<file path="src/shared/gkirq_pkg.sv">
package gkirq_pkg;
   // register indices; byte address is four times the low twelve bits
   localparam logic [31:0] OFF_SEL_IRQ0 = 32'h50001400;
   localparam logic [31:0] OFF_SEL_IRQ1 = 32'h50001402;
   localparam logic [31:0] OFF_SEL_IRQ2 = 32'h50001404;
   localparam logic [31:0] OFF_SEL_IRQ3 = 32'h50001406;
   localparam logic [31:0] OFF_SEL_IRQ4 = 32'h50001408;
   localparam logic [31:0] OFF_DEBOUNCE = 32'h5000140c;
   localparam logic [31:0] OFF_IRQ_ACK = 32'h5000140e;
   localparam logic [31:0] OFF_POL_REARM = 32'h50001410;
   localparam logic [31:0] OFF_KEY_SEL0 = 32'h50001412;
   localparam logic [31:0] OFF_KEY_SEL1 = 32'h50001414;
   localparam logic [31:0] OFF_KEY_SEL2 = 32'h50001416;
   localparam logic [31:0] OFF_IRQ_STATUS = 32'h50001418;
   localparam logic [31:0] OFF_IRQ_MASK = 32'h5000141a;

   localparam int PADDR_W = 16;
   localparam int PIN_IRQS = 5;
   localparam int CHANNELS = 6;
   localparam int PINS = 32;
   localparam int SEL_W = 6;

   // writable bits and reset values
   localparam logic [15:0] POL_REARM_WMASK = 16'h1f1f;
   localparam logic [15:0] DEBOUNCE_WMASK = 16'h3f3f;
   localparam logic [15:0] KEY_SEL2_WMASK = 16'h00ff;
   localparam logic [15:0] REG_RESET = 16'h0000;
   localparam logic [5:0] SEL_RESET = 6'h00;

   // field positions
   localparam int REARM_LSB = 8;
   localparam int KEY_REPEAT_LSB = 8;
   localparam int KEY_POL_BIT = 14;
   localparam int KEY_REL_BIT = 15;
   localparam int DEB_EN_LSB = 8;
   localparam int DEB_PERIOD_LSB = 0;
   localparam int KEY_ACK_BIT = 5;
   localparam int PORT1_LSB = 10;

   // millisecond tick from the system clock
   localparam int CLK_PERIOD_NS = 40;
   localparam int MS_PERIOD_NS = 1000000;
   localparam int TICK_CYCLES = MS_PERIOD_NS / CLK_PERIOD_NS;
endpackage

</file>
<file path="src/hw/gkirq_debounce.sv">
`timescale 1ns/1ps
module gkirq_debounce
   import gkirq_pkg::*;
(
   input wire logic clk,
   input wire logic rst,
   input wire logic msTick,
   input wire logic enable,
   input wire logic [gkirq_pkg::SEL_W-1:0] period,
   input wire logic raw,
   output logic qual
);
   import gkirq_pkg::*;
   logic rawPrev;
   logic [SEL_W-1:0] count;

   always_ff @(posedge clk)
   begin
      if (rst)
      begin
         rawPrev <= 1'b0;
         count <= '0;
      end
      else
      begin
         rawPrev <= raw;
         if (raw != rawPrev)
            count <= '0;
         else if (msTick && count < period)
            count <= count + 6'h01;
      end
   end

   // debounce qualification
   // first tick may come early, so the delay is between N-1 and N ms
   always_ff @(posedge clk)
   begin
      if (rst)
         qual <= 1'b0;
      else if (raw == rawPrev && raw != qual && (!enable || count >= period))
         qual <= raw;
   end

   deb_hold_a: assert property (@(posedge clk) disable iff (rst)
      (qual != $past(qual)) && $past(enable) |-> $past(count) >= $past(period))
      else $error("debounced level changed before its period elapsed");
   deb_release_a: assert property (@(posedge clk) disable iff (rst)
      $fell(qual) && $past(enable) |-> $past(raw, 2) == 1'b0)
      else $error("release passed debounce without a stable low input");
endmodule

</file>
<file path="src/hw/gkirq_logic.sv">
`timescale 1ns/1ps
module gkirq_logic
   import gkirq_pkg::*;
#(
   parameter int TICK_CYCLES = gkirq_pkg::TICK_CYCLES
)
(
   input wire logic clk,
   input wire logic rst,
   input wire logic psel,
   input wire logic penable,
   input wire logic pwrite,
   input wire logic [gkirq_pkg::PADDR_W-1:0] paddr,
   input wire logic [31:0] pwdata,
   output logic [31:0] prdata,
   output logic pready,
   output logic pslverr,
   input wire logic [7:0] port0,
   input wire logic [5:0] port1,
   input wire logic [9:0] port2,
   input wire logic [7:0] port3,
   output logic [gkirq_pkg::PIN_IRQS-1:0] pinIrq,
   output logic keypadInterrupt,
   output logic irq
);
   import gkirq_pkg::*;

   if (TICK_CYCLES < 2 || TICK_CYCLES > 65536)
   begin : g_bad_tick
      $error("TICK_CYCLES out of range");
   end

   function automatic logic regHit(input logic [PADDR_W-1:0] addr, input logic [31:0] idx);
      regHit = (addr[13:2] == idx[11:0]) && (addr[1:0] == 2'b00);
   endfunction

   function automatic logic pickPin(input logic [PINS-1:0] pins, input logic [SEL_W-1:0] sel);
      logic [SEL_W-1:0] pos;
      pos = sel - 6'h01;
      pickPin = (sel != 6'h00) && (sel <= 6'h20) && pins[pos[4:0]];
   endfunction

   // registers
   logic [SEL_W-1:0] irqSource [PIN_IRQS];
   logic [15:0] debounceCtrl, polRearm, keySel0, keySel1;
   logic [7:0] keySel2;
   logic [CHANNELS-1:0] irqStatus, irqMask;

   // bus strobes
   logic setupPhase, accessDone, wrDone, rdDone, addrHit;
   logic [15:0] readValue;

   // pin path
   logic [PINS-1:0] pinMeta, pinSync, keyEnable;
   logic [CHANNELS-1:0] rawActive, qualified;
   logic [PIN_IRQS-1:0] armed, pinSet, pinClr;

   // keypad path, its fields live in the port 0 select register
   logic keyRaw, keyDown, keyDownPrev, keyPress, keyRelease, repeatFire, keyEvent;
   logic [SEL_W-1:0] repeatCount, repeatPeriod;

   // tick
   logic [16:0] tickCount;
   logic msTick;

   assign setupPhase = psel && !penable;
   assign accessDone = psel && penable && pready;
   assign wrDone = accessDone && pwrite && !pslverr;
   assign rdDone = accessDone && !pwrite;
   assign repeatPeriod = keySel0[KEY_REPEAT_LSB +: SEL_W];

   always_comb
   begin
      addrHit = 1'b1;
      readValue = 16'h0000;
      if (regHit(paddr, OFF_SEL_IRQ0))
         readValue = {10'h000, irqSource[0]};
      else if (regHit(paddr, OFF_SEL_IRQ1))
         readValue = {10'h000, irqSource[1]};
      else if (regHit(paddr, OFF_SEL_IRQ2))
         readValue = {10'h000, irqSource[2]};
      else if (regHit(paddr, OFF_SEL_IRQ3))
         readValue = {10'h000, irqSource[3]};
      else if (regHit(paddr, OFF_SEL_IRQ4))
         readValue = {10'h000, irqSource[4]};
      else if (regHit(paddr, OFF_DEBOUNCE))
         readValue = debounceCtrl;
      else if (regHit(paddr, OFF_IRQ_ACK))
         readValue = 16'h0000;
      else if (regHit(paddr, OFF_POL_REARM))
         readValue = polRearm;
      else if (regHit(paddr, OFF_KEY_SEL0))
         readValue = keySel0;
      else if (regHit(paddr, OFF_KEY_SEL1))
         readValue = keySel1;
      else if (regHit(paddr, OFF_KEY_SEL2))
         readValue = {8'h00, keySel2};
      else if (regHit(paddr, OFF_IRQ_STATUS))
         readValue = {10'h000, irqStatus};
      else if (regHit(paddr, OFF_IRQ_MASK))
         readValue = {10'h000, irqMask};
      else
         addrHit = 1'b0;
   end

   // one wait-free access phase: answer is registered in the setup cycle
   always_ff @(posedge clk)
   begin
      if (rst)
      begin
         pready <= 1'b0;
         pslverr <= 1'b0;
         prdata <= 32'h00000000;
      end
      else
      begin
         pready <= setupPhase;
         if (setupPhase)
         begin
            pslverr <= !addrHit;
            prdata <= {16'h0000, readValue};
         end
      end
   end

   always_ff @(posedge clk)
   begin
      if (rst)
      begin
         debounceCtrl <= REG_RESET;
         polRearm <= REG_RESET;
         keySel0 <= REG_RESET;
         keySel1 <= REG_RESET;
         keySel2 <= 8'h00;
         irqMask <= 6'h00;
      end
      else if (wrDone)
      begin
         if (regHit(paddr, OFF_DEBOUNCE))
            debounceCtrl <= pwdata[15:0] & DEBOUNCE_WMASK;
         if (regHit(paddr, OFF_POL_REARM))
            polRearm <= pwdata[15:0] & POL_REARM_WMASK;
         if (regHit(paddr, OFF_KEY_SEL0))
            keySel0 <= pwdata[15:0];
         if (regHit(paddr, OFF_KEY_SEL1))
            keySel1 <= pwdata[15:0];
         if (regHit(paddr, OFF_KEY_SEL2))
            keySel2 <= pwdata[7:0] & KEY_SEL2_WMASK[7:0];
         if (regHit(paddr, OFF_IRQ_MASK))
            irqMask <= pwdata[CHANNELS-1:0];
      end
   end

   for (genvar n = 0; n < PIN_IRQS; n++)
   begin : g_source
      always_ff @(posedge clk)
      begin
         if (rst)
            irqSource[n] <= SEL_RESET;
         else if (wrDone && regHit(paddr, OFF_SEL_IRQ0 + 32'(2 * n)))
            irqSource[n] <= pwdata[SEL_W-1:0];
      end
   end

   always_ff @(posedge clk)
   begin
      if (rst)
      begin
         tickCount <= '0;
         msTick <= 1'b0;
      end
      else
      begin
         msTick <= (tickCount == 17'(TICK_CYCLES - 1));
         if (tickCount == 17'(TICK_CYCLES - 1))
            tickCount <= '0;
         else
            tickCount <= tickCount + 17'h00001;
      end
   end

   always_ff @(posedge clk)
   begin
      if (rst)
      begin
         pinMeta <= '0;
         pinSync <= '0;
      end
      else
      begin
         pinMeta <= {port3, port2, port1, port0};
         pinSync <= pinMeta;
      end
   end

   assign keyEnable = {keySel2, keySel1[9:0], keySel1[15:PORT1_LSB], keySel0[7:0]};

   assign keyRaw = |(keyEnable & (pinSync ^ {PINS{keySel0[KEY_POL_BIT]}}));

   for (genvar n = 0; n < PIN_IRQS; n++)
   begin : g_pin
      // pin polarity
      // selectors above the last pin pick nothing, whatever the polarity
      assign rawActive[n] = (irqSource[n] != 6'h00) && (irqSource[n] <= 6'h20) &&
         (pickPin(pinSync, irqSource[n]) ^ polRearm[n]);
      assign pinSet[n] = qualified[n] && !pinIrq[n] && (armed[n] || !polRearm[REARM_LSB + n]);
      assign pinClr[n] = wrDone && regHit(paddr, OFF_IRQ_ACK) && pwdata[n];

      always_ff @(posedge clk)
      begin
         if (rst)
            armed[n] <= 1'b1;
         else if (pinSet[n])
            armed[n] <= 1'b0;
         else if (!qualified[n])
            armed[n] <= 1'b1;
      end

      always_ff @(posedge clk)
      begin
         if (rst)
            pinIrq[n] <= 1'b0;
         else
            pinIrq[n] <= pinSet[n] || (pinIrq[n] && !pinClr[n]);
      end
   end
   assign rawActive[CHANNELS-1] = keyRaw;

   for (genvar c = 0; c < CHANNELS; c++)
   begin : g_deb
      gkirq_debounce u_deb (
         .clk(clk),
         .rst(rst),
         .msTick(msTick),
         .enable(debounceCtrl[DEB_EN_LSB + c]),
         .period(debounceCtrl[DEB_PERIOD_LSB +: SEL_W]),
         .raw(rawActive[c]),
         .qual(qualified[c])
      );
   end

   assign keyDown = qualified[CHANNELS-1];
   assign keyPress = keyDown && !keyDownPrev;
   assign keyRelease = !keyDown && keyDownPrev && keySel0[KEY_REL_BIT];
   assign repeatFire = keyDown && keyDownPrev && repeatPeriod != 6'h00 && msTick &&
      repeatCount == repeatPeriod - 6'h01;
   assign keyEvent = keyPress || keyRelease || repeatFire;

   always_ff @(posedge clk)
   begin
      if (rst)
      begin
         keyDownPrev <= 1'b0;
         repeatCount <= '0;
      end
      else
      begin
         keyDownPrev <= keyDown;
         if (keyDown != keyDownPrev || !keyDown || repeatFire)
            repeatCount <= '0;
         else if (msTick && repeatCount < 6'h3f)
            repeatCount <= repeatCount + 6'h01;
      end
   end

   always_ff @(posedge clk)
   begin
      if (rst)
         keypadInterrupt <= 1'b0;
      else
         keypadInterrupt <= keyEvent ||
            (keypadInterrupt && !(wrDone && regHit(paddr, OFF_IRQ_ACK) && pwdata[KEY_ACK_BIT]));
   end

   // sticky status, cleared by reading it; new events win over the clear
   always_ff @(posedge clk)
   begin
      if (rst)
         irqStatus <= 6'h00;
      else
         irqStatus <= {keyEvent, pinSet} |
            (irqStatus & ~{CHANNELS{rdDone && regHit(paddr, OFF_IRQ_STATUS)}});
   end

   always_ff @(posedge clk)
   begin
      if (rst)
         irq <= 1'b0;
      else
         irq <= |(irqStatus & irqMask);
   end

   ack_clear_a: assert property (@(posedge clk) disable iff (rst)
      pinClr[0] && !pinSet[0] |=> !pinIrq[0])
      else $error("pin interrupt 0 not cleared by acknowledge");
   key_ack_a: assert property (@(posedge clk) disable iff (rst)
      wrDone && regHit(paddr, OFF_IRQ_ACK) && pwdata[KEY_ACK_BIT] && !keyEvent |=> !keypadInterrupt)
      else $error("keypad interrupt not cleared by acknowledge");
   ack_read_a: assert property (@(posedge clk) disable iff (rst)
      setupPhase && !pwrite && regHit(paddr, OFF_IRQ_ACK) |=> pready && prdata == 32'h00000000)
      else $error("acknowledge register read nonzero");
   rearm_wait_a: assert property (@(posedge clk) disable iff (rst)
      polRearm[REARM_LSB] && !armed[0] |-> !pinSet[0])
      else $error("pin interrupt 0 re-fired before release");
   pin_level_a: assert property (@(posedge clk) disable iff (rst)
      $rose(qualified[0]) |-> $past(pickPin(pinSync, irqSource[0]) ^ polRearm[0]))
      else $error("pin interrupt 0 qualified at the wrong input level");
   release_off_a: assert property (@(posedge clk) disable iff (rst)
      !keyDown && !keySel0[KEY_REL_BIT] |-> !keyEvent)
      else $error("keypad interrupt raised on release while disabled");
   repeat_off_a: assert property (@(posedge clk) disable iff (rst)
      repeatPeriod == 6'h00 |-> !repeatFire)
      else $error("repeat fired with repeat disabled");
   repeat_gap_a: assert property (@(posedge clk) disable iff (rst)
      repeatFire |-> keyDown && repeatCount == repeatPeriod - 6'h01)
      else $error("repeat fired at the wrong count");
   no_source_a: assert property (@(posedge clk) disable iff (rst)
      irqSource[0] == 6'h00 |-> !rawActive[0])
      else $error("unselected pin interrupt saw an input");
   sticky_key_a: assert property (@(posedge clk) disable iff (rst)
      keypadInterrupt && !(wrDone && regHit(paddr, OFF_IRQ_ACK)) |=> keypadInterrupt)
      else $error("keypad interrupt dropped without acknowledge");
   tick_space_a: assert property (@(posedge clk) disable iff (rst)
      msTick |=> !msTick)
      else $error("millisecond tick on adjacent cycles");
endmodule

</file>
<file path="config.mk">
export PLATFORM = sky130hd
export DESIGN_NAME = gkirq_logic
export DESIGN_NICKNAME = d
export VERILOG_FILES = /design/src/shared/gkirq_pkg.sv /design/src/hw/gkirq_debounce.sv /design/src/hw/gkirq_logic.sv
export SDC_FILE = /design/constraint.sdc
export NUM_CORES = 1
export LEC_CHECK = 0
export BUFFER_PORTS_ARGS = -buffer_cell sky130_fd_sc_hd__buf_4
export CAP_MARGIN = 20
export CORE_MARGIN = 2
export CORE_UTILIZATION = 55
export CTS_BUF_LIST = sky130_fd_sc_hd__clkbuf_8
export CTS_CLUSTER_SIZE = 16
export DETAILED_ROUTE_END_ITERATION = 6
export GPL_TIMING_DRIVEN = 0
export PLACE_DENSITY_LB_ADDON = 0.1
export SLEW_MARGIN = 10
export SYNTH_ARGS = -nofsm -noshare
export SYNTH_HDL_FRONTEND = slang
export SYNTH_SLANG_ARGS = --single-unit
</file>
<file path="constraint.sdc">
create_clock -name clk -period 3.3 [get_ports clk]
set_input_delay 0.66 -clock clk [delete_from_list [all_inputs] [get_ports clk]]
set_output_delay 0.66 -clock clk [all_outputs]
set_load 0.05 [all_outputs]
</file>
Word-level counts from Yosys, hierarchy flattened --
Memories as Yosys holds them, arrays and structs flattened. Index checks and enable logic that the tools add are counted.
Word-level totals: memories 1, bits in read-only memories 0, word-level logic and storage cells 368, RAM bits 30, latch bits 0, bits in registers 241, input port bits 85
Memory list:
- irqSource | depth 5, bits a word 6, read ports 5, clocked after memory_dff 0, write ports 5, line gkirq_logic.sv:44 | logic [SEL_W-1:0] irqSource [PIN_IRQS];
Operators by class: divide/modulo/power cells 0, reduce and logical (&&, ||, !) cells 161, muxes and demuxes 68, bitwise operators 16, magnitude comparators 23, equality and inequality tests 39, shift operators 0, add/sub/neg operators 14, multipliers 0
Operator list (count):
- $mux 16 | 10
- $eq 12x11->1 const B | 13
- $logic_and 1x1->1 | 89
- $mux 1 | 45
- $add 6x1->6 const B | 7
- $mux 6 | 7
- $ge 6x6->1 | 6
- $lt 6x6->1 | 6
- $reduce_bool 6->1 | 6
- $and 32x32->32 | 1
- $reduce_or 32->1 | 1
- $xor 32x32->32 | 1
- $le 6x6->1 const B | 5
- $lt 5x6->1 const B | 5
- $logic_not 1->1 | 28
- $bmux 1 s5 | 5
- $sub 5x1->5 const B | 5
- $logic_or 1x1->1 | 21
- $add 17x1->17 const B | 1
- $eq 17x15->1 const B | 1
- $reduce_or 2->1 | 8
- $ne 1x1->1 | 13
- $and 6x6->6 | 2
- $reduce_and 2->1 | 6
- 12 further kinds | 29

Longest topological paths before layout --
depth in word-level cells 16, mapped depth 11

By module --
Synthesis repeated with hierarchy kept, for this count alone.
Unflattened totals: cells, all modules 1621, area total of the unflattened synthesis 14821.7 um2
Modules (own cells, without submodules):
- gkirq_logic | sequential area each 4764.6 um2, area an instance 11308.3 um2, cells an instance 1207, times used 1
- gkirq_debounce | sequential area each 160.2 um2, area an instance 585.6 um2, cells an instance 69, times used 6

Worst setup path before layout --
Ideal clock, no wire load.
kind flip-flop to flip-flop, from memory irqSource[4][0], to register g_deb[4].u_deb.count[0], period minus slack after synthesis 3.201 ns, setup slack 0.099 ns, buffers on the path 1, library setup time 0.123 ns, cell stages (with the launch flop) 11, arrival time 3.078 ns, cells stage by stage edfxtp_1 > clkbuf_1 > inv_1 > ha_1 > xor2_4 > mux4_1 > mux4_2 > xnor2_1 > nor3b_2 > nor2_4 > mux2_1
RTL lines:
- from (decl) | line gkirq_logic.sv:44
- to (signal assigned) | line gkirq_debounce.sv:30 | count <= count + 6'h01;
- to (decl) | line gkirq_debounce.sv:15 | logic [SEL_W-1:0] count;

==> results.md <==
* Status: finished, final reports clean
* Starting DRT DRC Count at 1317
* Register Area at 5725 um^2
* Number of max-cap violations at 0
* Mean Syn Cell Area at 9.210 um^2
* Commonest non-fill, non-tap cell in the layout: dfxtp_1
* GRT Resource Usage Total at 32.29%
* Antenna cells at 0
* WS Path Type: flip-flop to flip-flop
* Clk_skew at 0.02082 ns
* Fin cells at 2050
* Final Slew Violations at 0
* Area after DPL at 15240 um^2
* IO Port Bufs at 88
* TritonCTS Buffers at 45
* Static leakage at 6.249 nW
* Top cell type by total area after synthesis: dfxtp_1
* Post-layout minimum cycle time at 3.234 ns
* YS warnings at 0
* Crit. path cell count at 10
* Final setup fails at 0
* Yosys top cell area share at 34.21%
* Crit-path cells: clkbuf_4 > inv_1 > ha_4 > buf_6 > mux4_2 > mux4_2 > xnor2_1 > o22ai_4 > xnor2_4 > nor3_1
* Die X at 164.1 um
* Slowest cell on the critical path: mux4_2
* Buffers & Inverters on Critical Path at 3
* DRC Markers at 0
* GPL Wtd Cong at 0.9418
* Via count at 12330
* FF-to-FF path depth at 10
* Clock Pin Slew Worst Setup and Hold Paths at 0.07 ns
* Req. time, crit path at 3.73 ns
* Final Cell Area at 16390 um^2
* I/O pin count at 126
* Post-synth EDFFs at 30
* Area of the multi-input gates at 7963 um^2
* Peak VDD IR at 0.4399 mV
* PwrDens at 442.6 nW/um^2
* Top post-synthesis cells by area: dfxtp_1 34%, edfxtp_1 6.4%, mux4_2 6.4%, nand2_1 4.9%, ha_1 4.5%
* First-pass GRT wire length at 66350 um
* Synth async-reset ratio at 0%
* Startpoint types: flip-flop
* Initial Util at 56.00%
* CP endpoint kind: flip-flop
* Crit path DAT at 3.66 ns
* Total Power at 7.253 mW
* Worst-Margin Slew at 0.9190 ns
* Crit-path max cell delay at 0.53 ns
* Worst hold path cell count at 2
* Setup_tns at 0 ns
* Worst-path fanout max at 10
* Sequential fraction of the synthesis area at 40.60%
* Crit path max-delay family: multiplexers
* Clk buf depth at 3
* Vias in the first global route at 11740
* RSZ-0062 raised after global routing: false
* Routed vias/inst at 6.014
* Total die area at 26940 um^2
* H-Tree Depth at 2
* Largest net degree at the start of global routing at 13
* Clock sink count at 271
* Hold_ws at 0.3077 ns
* Cell Rows at 58
* Post-place setup slack at -0.7079 ns
* FF+latch count, synth at 271
* Dominant synthesized flop cell: dfxtp_1
* Final net count at 1820
* Crit share post-route at 98.01%
* Die height at 164.1 um
* Fmax at 0.3092 GHz
* Crit path top cell by count: mux4_2
* Placeable Area at 25180 um^2
* Fin util at 65.08%
* Ratio of cells with drive above 1 in the final layout at 15.52%
* Grt ovf at 0
* Most frequent cells in the layout: 241 x dfxtp_1, 183 x nand2_1, 111 x a21oi_1
* Final Hold Fails at 0
* Placed cells at 1965
* Filler cells at 2061
* Synth Instances at 1531
* Worst hold path type: primary input to flip-flop
* Cell variety after synth at 72
* DR WL/cell at 21.04 um
* Worst slew margin at 38.22%
* Setup ws final at 0.06572 ns
* CTS tree: yes
* Post-route ant nets at 0
* DP Wirelength at 32570 um
* Synth Cell Area at 14100 um^2
* Root Buffer: clkbuf_8
* Detailed Route WL at 43140 um
* Clk_lat worst skew at 0.57 ns
* Initial antenna violation count at 2
* First-pass DRT Iterations at 6
* Area Growth Syn to Fin at 16.22%
[repair_timing]
| item | CTS | global route |
|---|---|---|
| buffers inserted | 4 | 1 |
| gates cloned | 0 | 0 |
| gates resized for setup | 14 | 14 |
| setup endpoints to repair | 43 | 39 |
| pin swaps | 1 | 2 |
| hold buffers | 0 | 0 |
[layer usage]
layer	track usage, %	wire (um)
met1	45.03	18190
met2	47.83	18140
met3	8.207	4990
met4	12.96	1797
met5	0	13
[sequential cells by signal (all words and copies together) (netlist names), 12 cells and up]
signal             flops
pinSync               32
pinMeta               32
keySel0               16
keySel1               16
irqSource             30
prdata                16
tickCount             17
debounceCtrl          12
g_deb.u_deb.count     36
[report_power, final]
| part | internal, mW | switching [mW] | total [mW] | leakage, nW |
|---|---|---|---|---|
| Combinational | 0.271 | 0.393 | 0.664 | 3.46 |
| Sequential | 3.39 | 0.0652 | 3.46 | 2.26 |
| Clock | 1.72 | 1.41 | 3.13 | 0.533 |
[cells in the mapped netlist, types with 35 or more instances]
library cell  instances
a21oi_1             111
nand3_1              47
nor2_1               95
dfxtp_1             241
nor4_1               35
clkbuf_1             67
mux2i_1              38
xor2_1               62
nor2b_1              87
ha_1                 51
inv_1                50
nand2_1             183
mux4_2               40
xnor2_1              53
nor3_1               50
[final timing paths]
path	endpoint	slack [ns]	start
hold reg to reg	pinSync[3]	0.43	pinMeta[3]
setup / recovery	g_deb[0].u_deb.count[1]	0.07	irqSource[0][0]
setup reg to reg	g_deb[0].u_deb.count[1]	0.07	irqSource[0][0]
hold / removal	pinMeta[19]	0.31	port2[5]
[cell families after synthesis]
logic type / count (synthesis) / synth area share (%)
xor gates and xnor gates: 116 / 7.338
adders and majority gates: 51 / 4.525
muxes: 89 / 10.18
DFF: 271 / 40.60
and+or+nand+nor: 594 / 21.03
other: 1 / 0.02659
AOI/OAI and AO/OA: 262 / 11.85
buffers and inverters: 147 / 4.445
[cell type report]
type | instances | share of cell area, %
plain buffers | 94 | 2.680
clock buffers | 57 | 4.787
clock inverters | 26 | 1.054
well taps | 330 | 2.519
multi-input cells | 1128 | 48.59
flip-flops and latches | 271 | 34.94
inverters | 50 | 1.145
repair buffers | 94 | 4.291
(Power assumes the default switching activity.)
